**src/common/rss_pkg.sv**
```systemverilog
// How it works
// - Offset pins sampled only at boot
// - Grounded pin is one; address is 6 plus twice
// - Save copies system settings to a store kept over software reset, cleared by hardware reset
// - Twelve flash slots, one RAM slot
// - Each rail switched on or off independently
// - Out-of-range setpoint rejected with error
// - Path codes: 0 auto, 1 linear, 3 switcher
// - 32-bit condition word per rail
// - Bits 0,1,2: initializing, enabled, fault
// - Initializing bit means ready for enable
// - Enabled bit follows true output state
// - Bits 8-15 show adjustable path in use
// - Fault causes bits 18, 21; clear command
// - Current limit settable from 0A to 3A
// - Adjustable overcurrent holds limit, no fault
// - Pass-through overcurrent trips rail and latches
// - Overvoltage disconnects, reconnects, no fault
// - Overtemperature trips adjustable rail and latches
// - Sense mode setting with separate effective readback
// - Status pin high when adjustable rail on, else released
`default_nettype none
package rss_pkg;
   localparam logic [7:0] BASE_ADDR = 8'h06;
   localparam int unsigned OFS_SHIFT = 1;
   localparam int unsigned FLASH_SLOTS = 12;
   localparam int unsigned RAM_SLOTS = 1;
   localparam int unsigned SLOTS = FLASH_SLOTS + RAM_SLOTS;
   localparam logic [31:0] VSET_MIN_UV = 32'h0000_0000;
   localparam logic [31:0] VSET_MAX_UV = 32'h004c_4b40;
   localparam logic [31:0] VSET_RST_UV = 32'h0000_0000;
   localparam logic [31:0] ILIM_MAX_UA = 32'h002d_c6c0;
   localparam logic [1:0] PATH_AUTO = 2'h0;
   localparam logic [1:0] PATH_LINEAR = 2'h1;
   localparam logic [1:0] PATH_SWLIN = 2'h3;
   localparam logic [7:0] ACT_LINEAR = 8'h01;
   localparam logic [7:0] ACT_SWLIN = 8'h03;
   localparam int unsigned ST_INIT = 0;
   localparam int unsigned ST_EN = 1;
   localparam int unsigned ST_FAULT = 2;
   localparam int unsigned ST_HW_LSB = 8;
   localparam int unsigned ST_OC = 18;
   localparam int unsigned ST_OT = 21;
   localparam logic ADJ = 1'b0;
   localparam logic PASS = 1'b1;
   localparam logic SENSE_OFF = 1'b0;
   localparam logic SENSE_ON = 1'b1;
   localparam logic [2:0] SYS_SOFT_OFS = 3'h0;
   localparam logic [2:0] SYS_ROUTER = 3'h1;
   localparam logic [2:0] SYS_HEARTBEAT = 3'h2;
   localparam logic [2:0] SYS_BUS_RATE = 3'h3;
   localparam logic [2:0] SYS_PULLUP = 3'h4;
   localparam logic [2:0] SYS_BOOT_SLOT = 3'h5;
   localparam int unsigned SYS_FIELDS = 6;

   typedef enum logic [4:0] {
      OP_SWITCH = 5'h00, OP_VSET = 5'h01, OP_VGET = 5'h02, OP_ILIM = 5'h03,
      OP_ILIM_GET = 5'h04, OP_PATH_SET = 5'h05, OP_PATH_GET = 5'h06,
      OP_COND = 5'h07, OP_CLEAR = 5'h08, OP_SENSE_SET = 5'h09,
      OP_SENSE_GET = 5'h0a, OP_SENSE_STATE = 5'h0b, OP_SAVE = 5'h0c,
      OP_SYS_RESET = 5'h0d, OP_SYS_WR = 5'h0e, OP_SYS_RD = 5'h0f,
      OP_SLOT_LOAD = 5'h10, OP_SLOT_UNLOAD = 5'h11, OP_SLOT_STATE = 5'h12,
      OP_ADDR_GET = 5'h13
   } rss_op_t;

   typedef enum logic [1:0] {BS_RESET, BS_SAMPLE, BS_RUN} rss_boot_t;

   typedef struct packed {
      logic valid;
      rss_op_t op;
      logic rail;
      logic [31:0] data;
   } rss_cmd_t;

   typedef struct packed {
      logic valid;
      logic err;
      logic [31:0] data;
   } rss_rsp_t;

   typedef struct packed {
      logic [1:0] active;
      logic adj_oc;
      logic pass_oc;
      logic adj_ot;
      logic adj_ov;
      logic vin_high;
      logic stage_fault;
   } rss_ana_t;

   typedef logic [7:0] rss_sys_t [SYS_FIELDS];
endpackage : rss_pkg
`default_nettype wire

```
**src/rtl/rss_top.sv**
```systemverilog
`timescale 1ns/1ps
`default_nettype none
module rss_top
   import rss_pkg::*;
(
   input wire logic clk, // 125 MHz core clock
   input wire logic resetn, // Async reset, active low
   input wire logic [3:0] ofs_pin_lvl, // Offset pin levels, grounded reads 0
   input wire rss_cmd_t cmd, // Host command
   input wire rss_ana_t ana, // Power stage monitors
   output rss_rsp_t rsp, // Command answer
   output logic [7:0] net_addr, // Network address
   output logic [1:0] rail_drive, // Power stage enables
   output logic [31:0] vset_uv, // Adjustable setpoint
   output logic [31:0] ilim_adj_ua, // Adjustable current limit
   output logic [31:0] ilim_pass_ua, // Pass-through current limit
   output logic switcher_en, // Switcher stage on
   output logic limit_hold, // Lower voltage to hold current
   output logic adj_disconnect, // Overvoltage disconnect
   output logic sense_eff, // Effective remote sense
   output logic stat_o, // Status pin output value
   output logic stat_oe // Status pin drive enable
);

   // ------------------------------------------------------------
   // Reset release
   // ------------------------------------------------------------
   logic [1:0] rst_sync_q;
   logic rst_n;

   always_ff @(posedge clk or negedge resetn) begin
      if (!resetn) begin
         rst_sync_q <= 2'b00;
      end else begin
         rst_sync_q <= {rst_sync_q[0], 1'b1};
      end
   end
   assign rst_n = rst_sync_q[1];

   function automatic logic in_range(input logic [31:0] v, input logic [31:0] lo,
                                     input logic [31:0] hi);
      in_range = (v >= lo) && (v <= hi);
   endfunction : in_range

   function automatic logic slot_ok(input logic [31:0] d);
      logic st;
      logic [7:0] idx;
      st = d[8];
      idx = d[7:0];
      slot_ok = st ? (idx < 8'(RAM_SLOTS)) : (idx < 8'(FLASH_SLOTS));
   endfunction : slot_ok

   function automatic logic [3:0] slot_bit(input logic [31:0] d);
      slot_bit = d[8] ? 4'(FLASH_SLOTS) : d[3:0];
   endfunction : slot_bit

   // ------------------------------------------------------------
   // Command decode
   // ------------------------------------------------------------
   logic go;
   logic on_adj;
   logic sw_reset;
   rss_boot_t boot_q;

   assign go = cmd.valid && (boot_q == BS_RUN);
   assign on_adj = cmd.rail == ADJ;
   assign sw_reset = go && cmd.op == OP_SYS_RESET;

   // ------------------------------------------------------------
   // Boot sequence and addressing
   // ------------------------------------------------------------
   logic [7:0] addr_q;
   rss_sys_t live_q;
   rss_sys_t nv_q;

   // A software reset walks the same path as a hardware one
   always_ff @(posedge clk or negedge rst_n) begin
      if (!rst_n) begin
         boot_q <= BS_RESET;
      end else begin
         unique case (boot_q)
            BS_RESET: boot_q <= BS_SAMPLE;
            BS_SAMPLE: boot_q <= BS_RUN;
            BS_RUN: boot_q <= sw_reset ? BS_RESET : BS_RUN;
         endcase
      end
   end

   always_ff @(posedge clk or negedge rst_n) begin
      if (!rst_n) begin
         addr_q <= BASE_ADDR;
      end else if (boot_q == BS_SAMPLE) begin
         addr_q <= BASE_ADDR + {3'h0, ~ofs_pin_lvl, 1'b0} + live_q[SYS_SOFT_OFS];
      end
   end
   assign net_addr = addr_q;

   always_ff @(posedge clk or negedge rst_n) begin
      if (!rst_n) begin
         for (int i = 0; i < SYS_FIELDS; i++) begin
            nv_q[i] <= 8'h00;
         end
      end else if (go && cmd.op == OP_SAVE) begin
         nv_q <= live_q;
      end
   end

   // Saved edits take effect fully only after the next boot reloads them; unsaved ones are overwritten
   always_ff @(posedge clk or negedge rst_n) begin
      if (!rst_n) begin
         for (int i = 0; i < SYS_FIELDS; i++) begin
            live_q[i] <= 8'h00;
         end
      end else if (boot_q == BS_RESET) begin
         live_q <= nv_q;
      end else if (go && cmd.op == OP_SYS_WR && cmd.data[10:8] < 3'(SYS_FIELDS)) begin
         live_q[cmd.data[10:8]] <= cmd.data[7:0];
      end
   end

   // ------------------------------------------------------------
   // Program slots
   // ------------------------------------------------------------
   logic [SLOTS-1:0] slot_q;

   always_ff @(posedge clk or negedge rst_n) begin
      if (!rst_n) begin
         slot_q <= '0;
      end else if (boot_q == BS_RESET) begin
         slot_q[SLOTS-1] <= 1'b0;
      end else if (go && slot_ok(cmd.data)) begin
         if (cmd.op == OP_SLOT_LOAD) begin
            slot_q[slot_bit(cmd.data)] <= 1'b1;
         end else if (cmd.op == OP_SLOT_UNLOAD) begin
            slot_q[slot_bit(cmd.data)] <= 1'b0;
         end
      end
   end

   // ------------------------------------------------------------
   // Rail settings
   // ------------------------------------------------------------
   logic [31:0] vset_q;
   logic [31:0] ilim_q [2];
   logic [1:0] path_q;
   logic sense_mode_q;

   always_ff @(posedge clk or negedge rst_n) begin
      if (!rst_n) begin
         vset_q <= VSET_RST_UV;
      end else if (go && cmd.op == OP_VSET && on_adj &&
                   in_range(cmd.data, VSET_MIN_UV, VSET_MAX_UV)) begin
         vset_q <= cmd.data;
      end
   end

   always_ff @(posedge clk or negedge rst_n) begin
      if (!rst_n) begin
         ilim_q[0] <= ILIM_MAX_UA;
         ilim_q[1] <= ILIM_MAX_UA;
      end else if (go && cmd.op == OP_ILIM && cmd.data <= ILIM_MAX_UA) begin
         ilim_q[cmd.rail] <= cmd.data;
      end
   end

   always_ff @(posedge clk or negedge rst_n) begin
      if (!rst_n) begin
         path_q <= PATH_AUTO;
      end else if (go && cmd.op == OP_PATH_SET && on_adj &&
                   (cmd.data == 32'(PATH_AUTO) || cmd.data == 32'(PATH_LINEAR) ||
                    cmd.data == 32'(PATH_SWLIN))) begin
         path_q <= cmd.data[1:0];
      end
   end

   always_ff @(posedge clk or negedge rst_n) begin
      if (!rst_n) begin
         sense_mode_q <= SENSE_OFF;
      end else if (go && cmd.op == OP_SENSE_SET && on_adj && cmd.data[31:1] == '0) begin
         sense_mode_q <= cmd.data[0];
      end
   end

   // ------------------------------------------------------------
   // Faults and enables
   // ------------------------------------------------------------
   logic [1:0] fault_q;
   logic oc_q;
   logic ot_q;
   logic [1:0] en_q;
   logic [1:0] clr;
   logic oc_trip;
   logic ot_trip;

   assign clr[0] = go && cmd.op == OP_CLEAR && cmd.rail == ADJ;
   assign clr[1] = go && cmd.op == OP_CLEAR && cmd.rail == PASS;
   assign oc_trip = ana.pass_oc && ana.active[PASS];
   assign ot_trip = ana.adj_ot;

   // Cause flags and clear
   // A trip in the clearing cycle wins so no event is lost
   always_ff @(posedge clk or negedge rst_n) begin
      if (!rst_n) begin
         oc_q <= 1'b0;
         ot_q <= 1'b0;
         fault_q <= 2'b00;
      end else begin
         oc_q <= oc_trip | (oc_q & ~clr[1]);
         ot_q <= ot_trip | (ot_q & ~clr[0]);
         fault_q[PASS] <= oc_trip | (fault_q[PASS] & ~clr[1]);
         fault_q[ADJ] <= ot_trip | (fault_q[ADJ] & ~clr[0]);
      end
   end

   generate
      for (genvar r = 0; r < 2; r++) begin : g_en
         logic trip;
         if (r == 0) begin : g_a
            assign trip = ot_trip;
         end else begin : g_p
            assign trip = oc_trip;
         end
         always_ff @(posedge clk or negedge rst_n) begin
            if (!rst_n) begin
               en_q[r] <= 1'b0;
            end else if (trip || boot_q != BS_RUN) begin
               en_q[r] <= 1'b0;
            end else if (go && cmd.op == OP_SWITCH && cmd.rail == 1'(r)) begin
               en_q[r] <= cmd.data[0] & ~fault_q[r];
            end
         end
      end
   endgenerate

   // ------------------------------------------------------------
   // Power stage controls
   // ------------------------------------------------------------
   logic [1:0] drive_q;
   logic sw_q;
   logic hold_q;
   logic disc_q;
   logic sense_q;

   always_ff @(posedge clk or negedge rst_n) begin
      if (!rst_n) begin
         drive_q <= 2'b00;
         sw_q <= 1'b0;
      end else begin
         drive_q <= en_q;
         unique case (path_q)
            PATH_LINEAR: sw_q <= 1'b0;
            PATH_SWLIN: sw_q <= 1'b1;
            default: sw_q <= ana.vin_high;
         endcase
      end
   end

   always_ff @(posedge clk or negedge rst_n) begin
      if (!rst_n) begin
         hold_q <= 1'b0;
         disc_q <= 1'b0;
      end else begin
         hold_q <= ana.adj_oc && en_q[ADJ];
         disc_q <= ana.adj_ov;
      end
   end

   always_ff @(posedge clk or negedge rst_n) begin
      if (!rst_n) begin
         sense_q <= SENSE_OFF;
      end else begin
         sense_q <= sense_mode_q & ~ana.stage_fault & ~fault_q[ADJ];
      end
   end

   assign rail_drive = drive_q;
   assign vset_uv = vset_q;
   assign ilim_adj_ua = ilim_q[0];
   assign ilim_pass_ua = ilim_q[1];
   assign switcher_en = sw_q;
   assign limit_hold = hold_q;
   assign adj_disconnect = disc_q;
   assign sense_eff = sense_q;

   // ------------------------------------------------------------
   // Status pin
   // ------------------------------------------------------------
   logic stat_oe_q;
   logic stat_o_q;

   always_ff @(posedge clk or negedge rst_n) begin
      if (!rst_n) begin
         stat_oe_q <= 1'b0;
         stat_o_q <= 1'b1;
      end else begin
         stat_oe_q <= ana.active[ADJ];
         stat_o_q <= 1'b1;
      end
   end
   assign stat_oe = stat_oe_q;
   assign stat_o = stat_o_q;

   // ------------------------------------------------------------
   // Condition word
   // ------------------------------------------------------------
   // Per-rail condition word
   function automatic logic [31:0] cond_word(input logic rail);
      logic [31:0] w;
      w = '0;
      w[ST_INIT] = boot_q == BS_RUN;
      w[ST_EN] = ana.active[rail];
      w[ST_FAULT] = fault_q[rail];
      if (rail == ADJ) begin
         w[ST_HW_LSB +: 8] = sw_q ? ACT_SWLIN : ACT_LINEAR;
         w[ST_OT] = ot_q;
      end else begin
         w[ST_OC] = oc_q;
      end
      return w;
   endfunction : cond_word

   // ------------------------------------------------------------
   // Answers
   // ------------------------------------------------------------
   rss_rsp_t rsp_q;
   logic err;
   logic [31:0] rdat;

   always_comb begin
      err = 1'b0;
      rdat = '0;
      unique case (cmd.op)
         OP_SWITCH: err = cmd.data[0] && fault_q[cmd.rail];
         OP_VSET: err = !on_adj || !in_range(cmd.data, VSET_MIN_UV, VSET_MAX_UV);
         OP_VGET: begin
            err = !on_adj;
            rdat = vset_q;
         end
         OP_ILIM: err = cmd.data > ILIM_MAX_UA;
         OP_ILIM_GET: rdat = ilim_q[cmd.rail];
         OP_PATH_SET: err = !on_adj || !(cmd.data == 32'(PATH_AUTO) ||
                           cmd.data == 32'(PATH_LINEAR) || cmd.data == 32'(PATH_SWLIN));
         OP_PATH_GET: begin
            err = !on_adj;
            rdat = {30'h0, path_q};
         end
         OP_COND: rdat = cond_word(cmd.rail);
         OP_CLEAR, OP_SAVE, OP_SYS_RESET: err = 1'b0;
         OP_SENSE_SET: err = !on_adj || cmd.data[31:1] != '0;
         OP_SENSE_GET: begin
            err = !on_adj;
            rdat = {31'h0, sense_mode_q};
         end
         OP_SENSE_STATE: begin
            err = !on_adj;
            rdat = {31'h0, sense_q};
         end
         OP_SYS_WR, OP_SYS_RD: begin
            err = cmd.data[10:8] >= 3'(SYS_FIELDS);
            if (!err) begin
               rdat = {24'h0, live_q[cmd.data[10:8]]};
            end
         end
         OP_SLOT_LOAD, OP_SLOT_UNLOAD: err = !slot_ok(cmd.data);
         OP_SLOT_STATE: begin
            err = !slot_ok(cmd.data);
            if (!err) begin
               rdat = {31'h0, slot_q[slot_bit(cmd.data)]};
            end
         end
         OP_ADDR_GET: rdat = {24'h0, addr_q};
         default: err = 1'b1;
      endcase
   end

   // Commands arriving while booting are answered with an error
   always_ff @(posedge clk or negedge rst_n) begin
      if (!rst_n) begin
         rsp_q <= '0;
      end else begin
         rsp_q.valid <= cmd.valid;
         rsp_q.err <= cmd.valid && (err || !go);
         rsp_q.data <= go ? rdat : 32'h0000_0000;
      end
   end
   assign rsp = rsp_q;

endmodule : rss_top
`default_nettype wire

```
**config.mk**
```make
export PLATFORM = sky130hd
export DESIGN_NAME = rss_top
export DESIGN_NICKNAME = d
export VERILOG_FILES = /design/src/common/rss_pkg.sv /design/src/rtl/rss_top.sv
export SDC_FILE = /design/constraint.sdc
export NUM_CORES = 1
export LEC_CHECK = 0
export ABC_CLOCK_PERIOD_IN_PS = 10550
export BUFFER_PORTS_ARGS = -buffer_cell sky130_fd_sc_hd__buf_2
export CORE_ASPECT_RATIO = 0.6
export CORE_UTILIZATION = 59
export CTS_BUF_LIST = sky130_fd_sc_hd__clkbuf_8
export CTS_CLUSTER_DIAMETER = 80
export DETAILED_ROUTE_END_ITERATION = 7
export PLACE_DENSITY = 0.88
export SYNTH_ARGS = -nofsm -noshare
export SYNTH_HDL_FRONTEND = slang
export SYNTH_SLANG_ARGS = --single-unit
```
**constraint.sdc**
```tcl
create_clock -name clk -period 10.55 [get_ports clk]
set_clock_uncertainty 0.2 [all_clocks]
set_input_delay 2.11 -clock clk [delete_from_list [all_inputs] [get_ports clk]]
set_output_delay 2.11 -clock clk [all_outputs]
set_load 0.1 [all_outputs]
```
Word-level counts from Yosys, hierarchy flattened
Index checks and enable logic that the tools add are counted.
- input port bits: 53
- logic and storage cells: 208
- flip-flop bits (word level): 267
- output and inout port bits: 146
- muxes and demuxes: 44
- equal/unequal tests: 26
- order comparisons: 15
- bitwise logic cells: 25
- reduce and logical (&&, ||, !) cells: 60
- $add $sub $neg: 2
- operators by type and width (cell ; number):
    32-bit case mux with 9 select lines ; 1
    32-bit two-way mux ; 5
    48-bit two-way mux ; 2
    64-bit bitwise mux ; 1
    48-bit bitwise mux ; 1
    5-bit by 4-bit equality test with 1-bit output, second input constant ; 8
    13-bit two-way mux ; 3
    32-bit demux with 1-bit select ; 1
    32-bit by 1-bit equality test with 1-bit output, second input constant ; 1
    32-bit by 2-bit equality test with 1-bit output, second input constant ; 1
    32-bit by 1-bit greater-or-equal comparator with 1-bit output, second input constant ; 1
    32-bit by 22-bit greater-than comparator with 1-bit output, second input constant ; 1
    32-bit by 22-bit less-or-equal comparator with 1-bit output, second input constant ; 1
    32-bit by 23-bit less-or-equal comparator with 1-bit output, second input constant ; 1
    32-bit zero test ; 1
    8-bit two-way mux ; 4
    1-bit logical AND ; 31
    31-bit zero test ; 1
    31-bit nonzero test ; 1
    8-bit binary-select mux with 3-bit select ; 1
    8-bit demux with 3-bit select ; 1
    5-bit by 3-bit equality test with 1-bit output, second input constant ; 4
    5-bit equality test, second input constant ; 4
    1-bit two-way mux ; 15
    other kinds (46) ; 81

Logic depth before layout (Yosys ltp)
- word-level depth: 11
- depth in mapped cells: 11
- mapped depth without buffers: 11

Least setup slack after synthesis
OpenSTA, ideal clock, no wires.
- path type: input port to flip-flop
- start: input cmd[9] (netlist bit)
- end: register vset_q[22], in the netlist vset_uv[22]
- arrival time: 3971 ps
- path slack: 6253 ps
- library setup time: 126 ps
- path buffers: 2
- required time: 10224 ps
- cell stages on the path: 8
- cell sequence: clkbuf_1 nor2b_1 o2111ai_1 a21oi_1 a2111oi_0 o2111a_1 buf_2 mux2_2
- word-level cells in the longest chain between the ends: 3
- elaborated cells on any way between the ends: 4
- classes of those cells: 2 x order compare; 2 x reduce/logical
- RTL lines (item ; line ; RTL):
    start, declared ; rss_top.sv:9 ; input wire rss_cmd_t cmd,
    32-bit by 1-bit greater-or-equal comparator with 1-bit output / 32-bit by 23-bit less-or-equal comparator with 1-bit output (equally long branches) ; rss_top.sv:42 ; in_range = (v >= lo) && (v <= hi);
    1-bit logical AND (*) ; rss_top.sv:42 ;
    1-bit logical AND (*) ; rss_top.sv:151 ; end else if (go && cmd.op == OP_VSET && on_adj &&
    end signal, assigned ; rss_top.sv:153 ; vset_q <= cmd.data;
    end, declared ; rss_top.sv:143 ; logic [31:0] vset_q;
Mark *: on every way between the ends. The rest lies on a longest branch, timed or not.
A chain may end at the register's enable or synchronous reset.

Final worst setup path
- start: input cmd[10] (netlist bit)
- end: register vset_q[16], in the netlist vset_uv[16]
Same word-level chain as after synthesis.

==> impl_metrics.tcl <==
set metrics [dict create \
    cp.required_ps 10760 \
    endpoint_kind "flip-flop" \
    async_flop_share 1.00 \
    grt.total_usage 0.317 \
    setup_ws_ps 5830 \
    total_power_mw 2.55 \
    cts.path.max_buffers 3 \
    die_w_um 188 \
    critPathLaunchType "primary input" \
    grt_max_degree 99 \
    die-area_sq_um 21500 \
    min_period_over_period 0.448 \
    maxCapViolations 0 \
    synth_cell_types 66 \
    ir_drop_mv 0.172 \
    timing.fmax_mhz 212 \
    finalInstanceArea_sq_um 14300 \
    setup_viol_count_final 0 \
    gr-total-overflow 0 \
    die_h_um 114 \
    io-pin-count 199 \
    ys_warn_count 0 \
    dpl.cell_count 1483 \
    dpl.hpwl_um 22900 \
    maxSlewViolCount 0 \
    synth.avg_cell_area_sq_um 11.5 \
    post_drt_wl_per_cell_um 21.8 \
    ys.flop_type "dfrtp_1" \
    drive_gt1_frac 0.352 \
    cts_resized 0 \
    gp_congestion 0.935 \
    synth_edf_count 0 \
    ys_seq_elements 267 \
    finalWirelength_um 33900 \
    clockRootBuffer "clkbuf_8" \
    portBuffers 197 \
    antenna_found_initial 2 \
    layout_common_cells "dfrtp_1 (244), buf_2 (197), mux2_2 (138)" \
    htree_num_levels 2 \
    core_sq_um 20200 \
    drc 0 \
    rows 40 \
    stdcell_count 1553 \
    hold_slack_ps 152 \
    dp_slack_ps 5420 \
    avgViaCountPerCell 6.18 \
    synth_seq_area_share 0.545 \
    cts_made_buffers 39 \
    netlist_area_sq_um 12300 \
    final_common_cell "dfrtp_1" \
    worst_pin_slew_ps 1230 \
    hold_violations 0 \
    firstDrtPassIters 5 \
    status "complete, no violations" \
    nets 1316 \
    setup_tns_ps 0 \
    post-cts-setup-buffer-count 0 \
    leakage_nw 7.29 \
    placed_cell_area_sq_um 13500 \
    syn2layout_area_growth_pct 16.2 \
    rsz0062_at_grt "false" \
    cts_tree "built" \
    grt_pass1_vias 9243 \
    drt_iter0_drc 1075 \
    hold_path_class "reg -> reg" \
    holdBufCountCts 0 \
    fin_crit_ps 4720 \
    worstPathMaxFanout 30 \
    relSlewSlack 0.174 \
    dr_total_vias 9601 \
    postRouteAntennaNets 0 \
    syn_inst 1070 \
    clkLatencyLatePin_ps 550 \
    initial_core_util 0.609 \
    final_util 0.707 \
    grt_pass1_wl_um 52300 \
    critPathKind "in -> reg" \
    cts.sinks 267 \
    cp.arrival_ps 4940 \
    powerDensity_nw_per_um2 178 \
    clkTransAtPathRegs_ps 60 \
]
## report_power, final
part	internal, mW	switching, mW	leakage, nW
clock network	0.489	0.398	0.461
logic	0.136	0.336	3.25
registers	1.11	0.0791	3.58
## sequential cells by signal, indices dropped and copies added (netlist names), 2 cells and up, named ones only
| register | cells |
|---|---|
| boot_q | 2 |
| en_q | 2 |
| fault_q | 2 |
| ilim_adj_ua | 32 |
| ilim_pass_ua | 32 |
| live_q | 48 |
| net_addr | 8 |
| nv_q | 48 |
| path_q | 2 |
| rail_drive | 2 |
| rsp | 34 |
| rst_sync_q | 2 |
| vset_uv | 32 |
## area by class of cell
| type | instances | area (sq um) |
|---|---|---|
| Antenna cell | 3 | 7.51 |
| Clock buffer | 52 | 716 |
| Clock inverter | 15 | 121 |
| Fill cell | 1378 | 5920 |
| Inverter | 22 | 82.6 |
| Multi-Input combinational cell | 711 | 5240 |
| Sequential cell | 267 | 6710 |
| Tap cell | 273 | 342 |
| Timing Repair Buffer | 210 | 1080 |
## worst max-delay path, stage by stage
cell	delay [ps]
buf_2	490
nor2b_1	230
o2111ai_1	160
a21oi_1	90
a2111oi_0	650
o2111a_1	380
buf_4	410
mux2_2	390
## synth_stat cells, drive strengths merged, types with 4 or more instances
cell type | instances | area share
dfrtp | 245 | 0.50
mux2 | 142 | 0.13
nor2 | 93 | 0.028
mux2i | 91 | 0.074
nand2 | 90 | 0.027
o21ai | 63 | 0.026
a21oi | 49 | 0.020
clkbuf | 46 | 0.014
buf | 25 | 0.011
and2 | 23 | 0.012
dfstp | 22 | 0.047
inv | 22 | 0.0067
nand3 | 21 | 0.0089
nor2b | 14 | 0.0071
ha | 11 | 0.011
nor4 | 11 | 0.0068
nor3 | 9 | 0.0037
a221oi | 8 | 0.0057
o22ai | 8 | 0.0041
a31oi | 6 | 0.0031
nand2b | 6 | 0.0031
mux4 | 5 | 0.0092
nor3b | 5 | 0.0031
a21o | 4 | 0.0024
and3 | 4 | 0.0020
## layer usage
metal,GRT usage,share of wire,vias to the layer above
met5,0,0,-
met3,0.0938,0.12,71
met2,0.456,0.43,627
met1,0.469,0.43,4767
met4,0.0817,0.019,0
li1,-,-,4136
## kinds of logic after synthesis
logic type / count (synthesis) / share of synthesized area
multiplexers: 238 / 0.214
buffers and inverters: 93 / 0.0318
AND/OR/NAND/NOR: 296 / 0.117
other: 1 / 0.000305
XOR/XNOR: 4 / 0.00285
AO/OA/AOI/OAI: 159 / 0.0763
flip-flops: 267 / 0.545
adder cells (fa/ha/maj): 12 / 0.0128
## path summary, 6_finish.rpt
kind,from,to,slack (ps),depth (start not counted)
worst max-delay path,cmd[10],vset_uv[16],5830,8
worst min-delay path,rst_sync_q[0],rst_sync_q[1],150,0
worst min register to register,rst_sync_q[0],rst_sync_q[1],150,0
worst max register to register,boot_q[0],live_q[23],7210,8
min in group asynchronous,rst_sync_q[1],rsp[7],210,0
max in group asynchronous,rst_sync_q[1],ilim_adj_ua[27],8320,1
No activity file was read; power rests on OpenSTA's default activity.
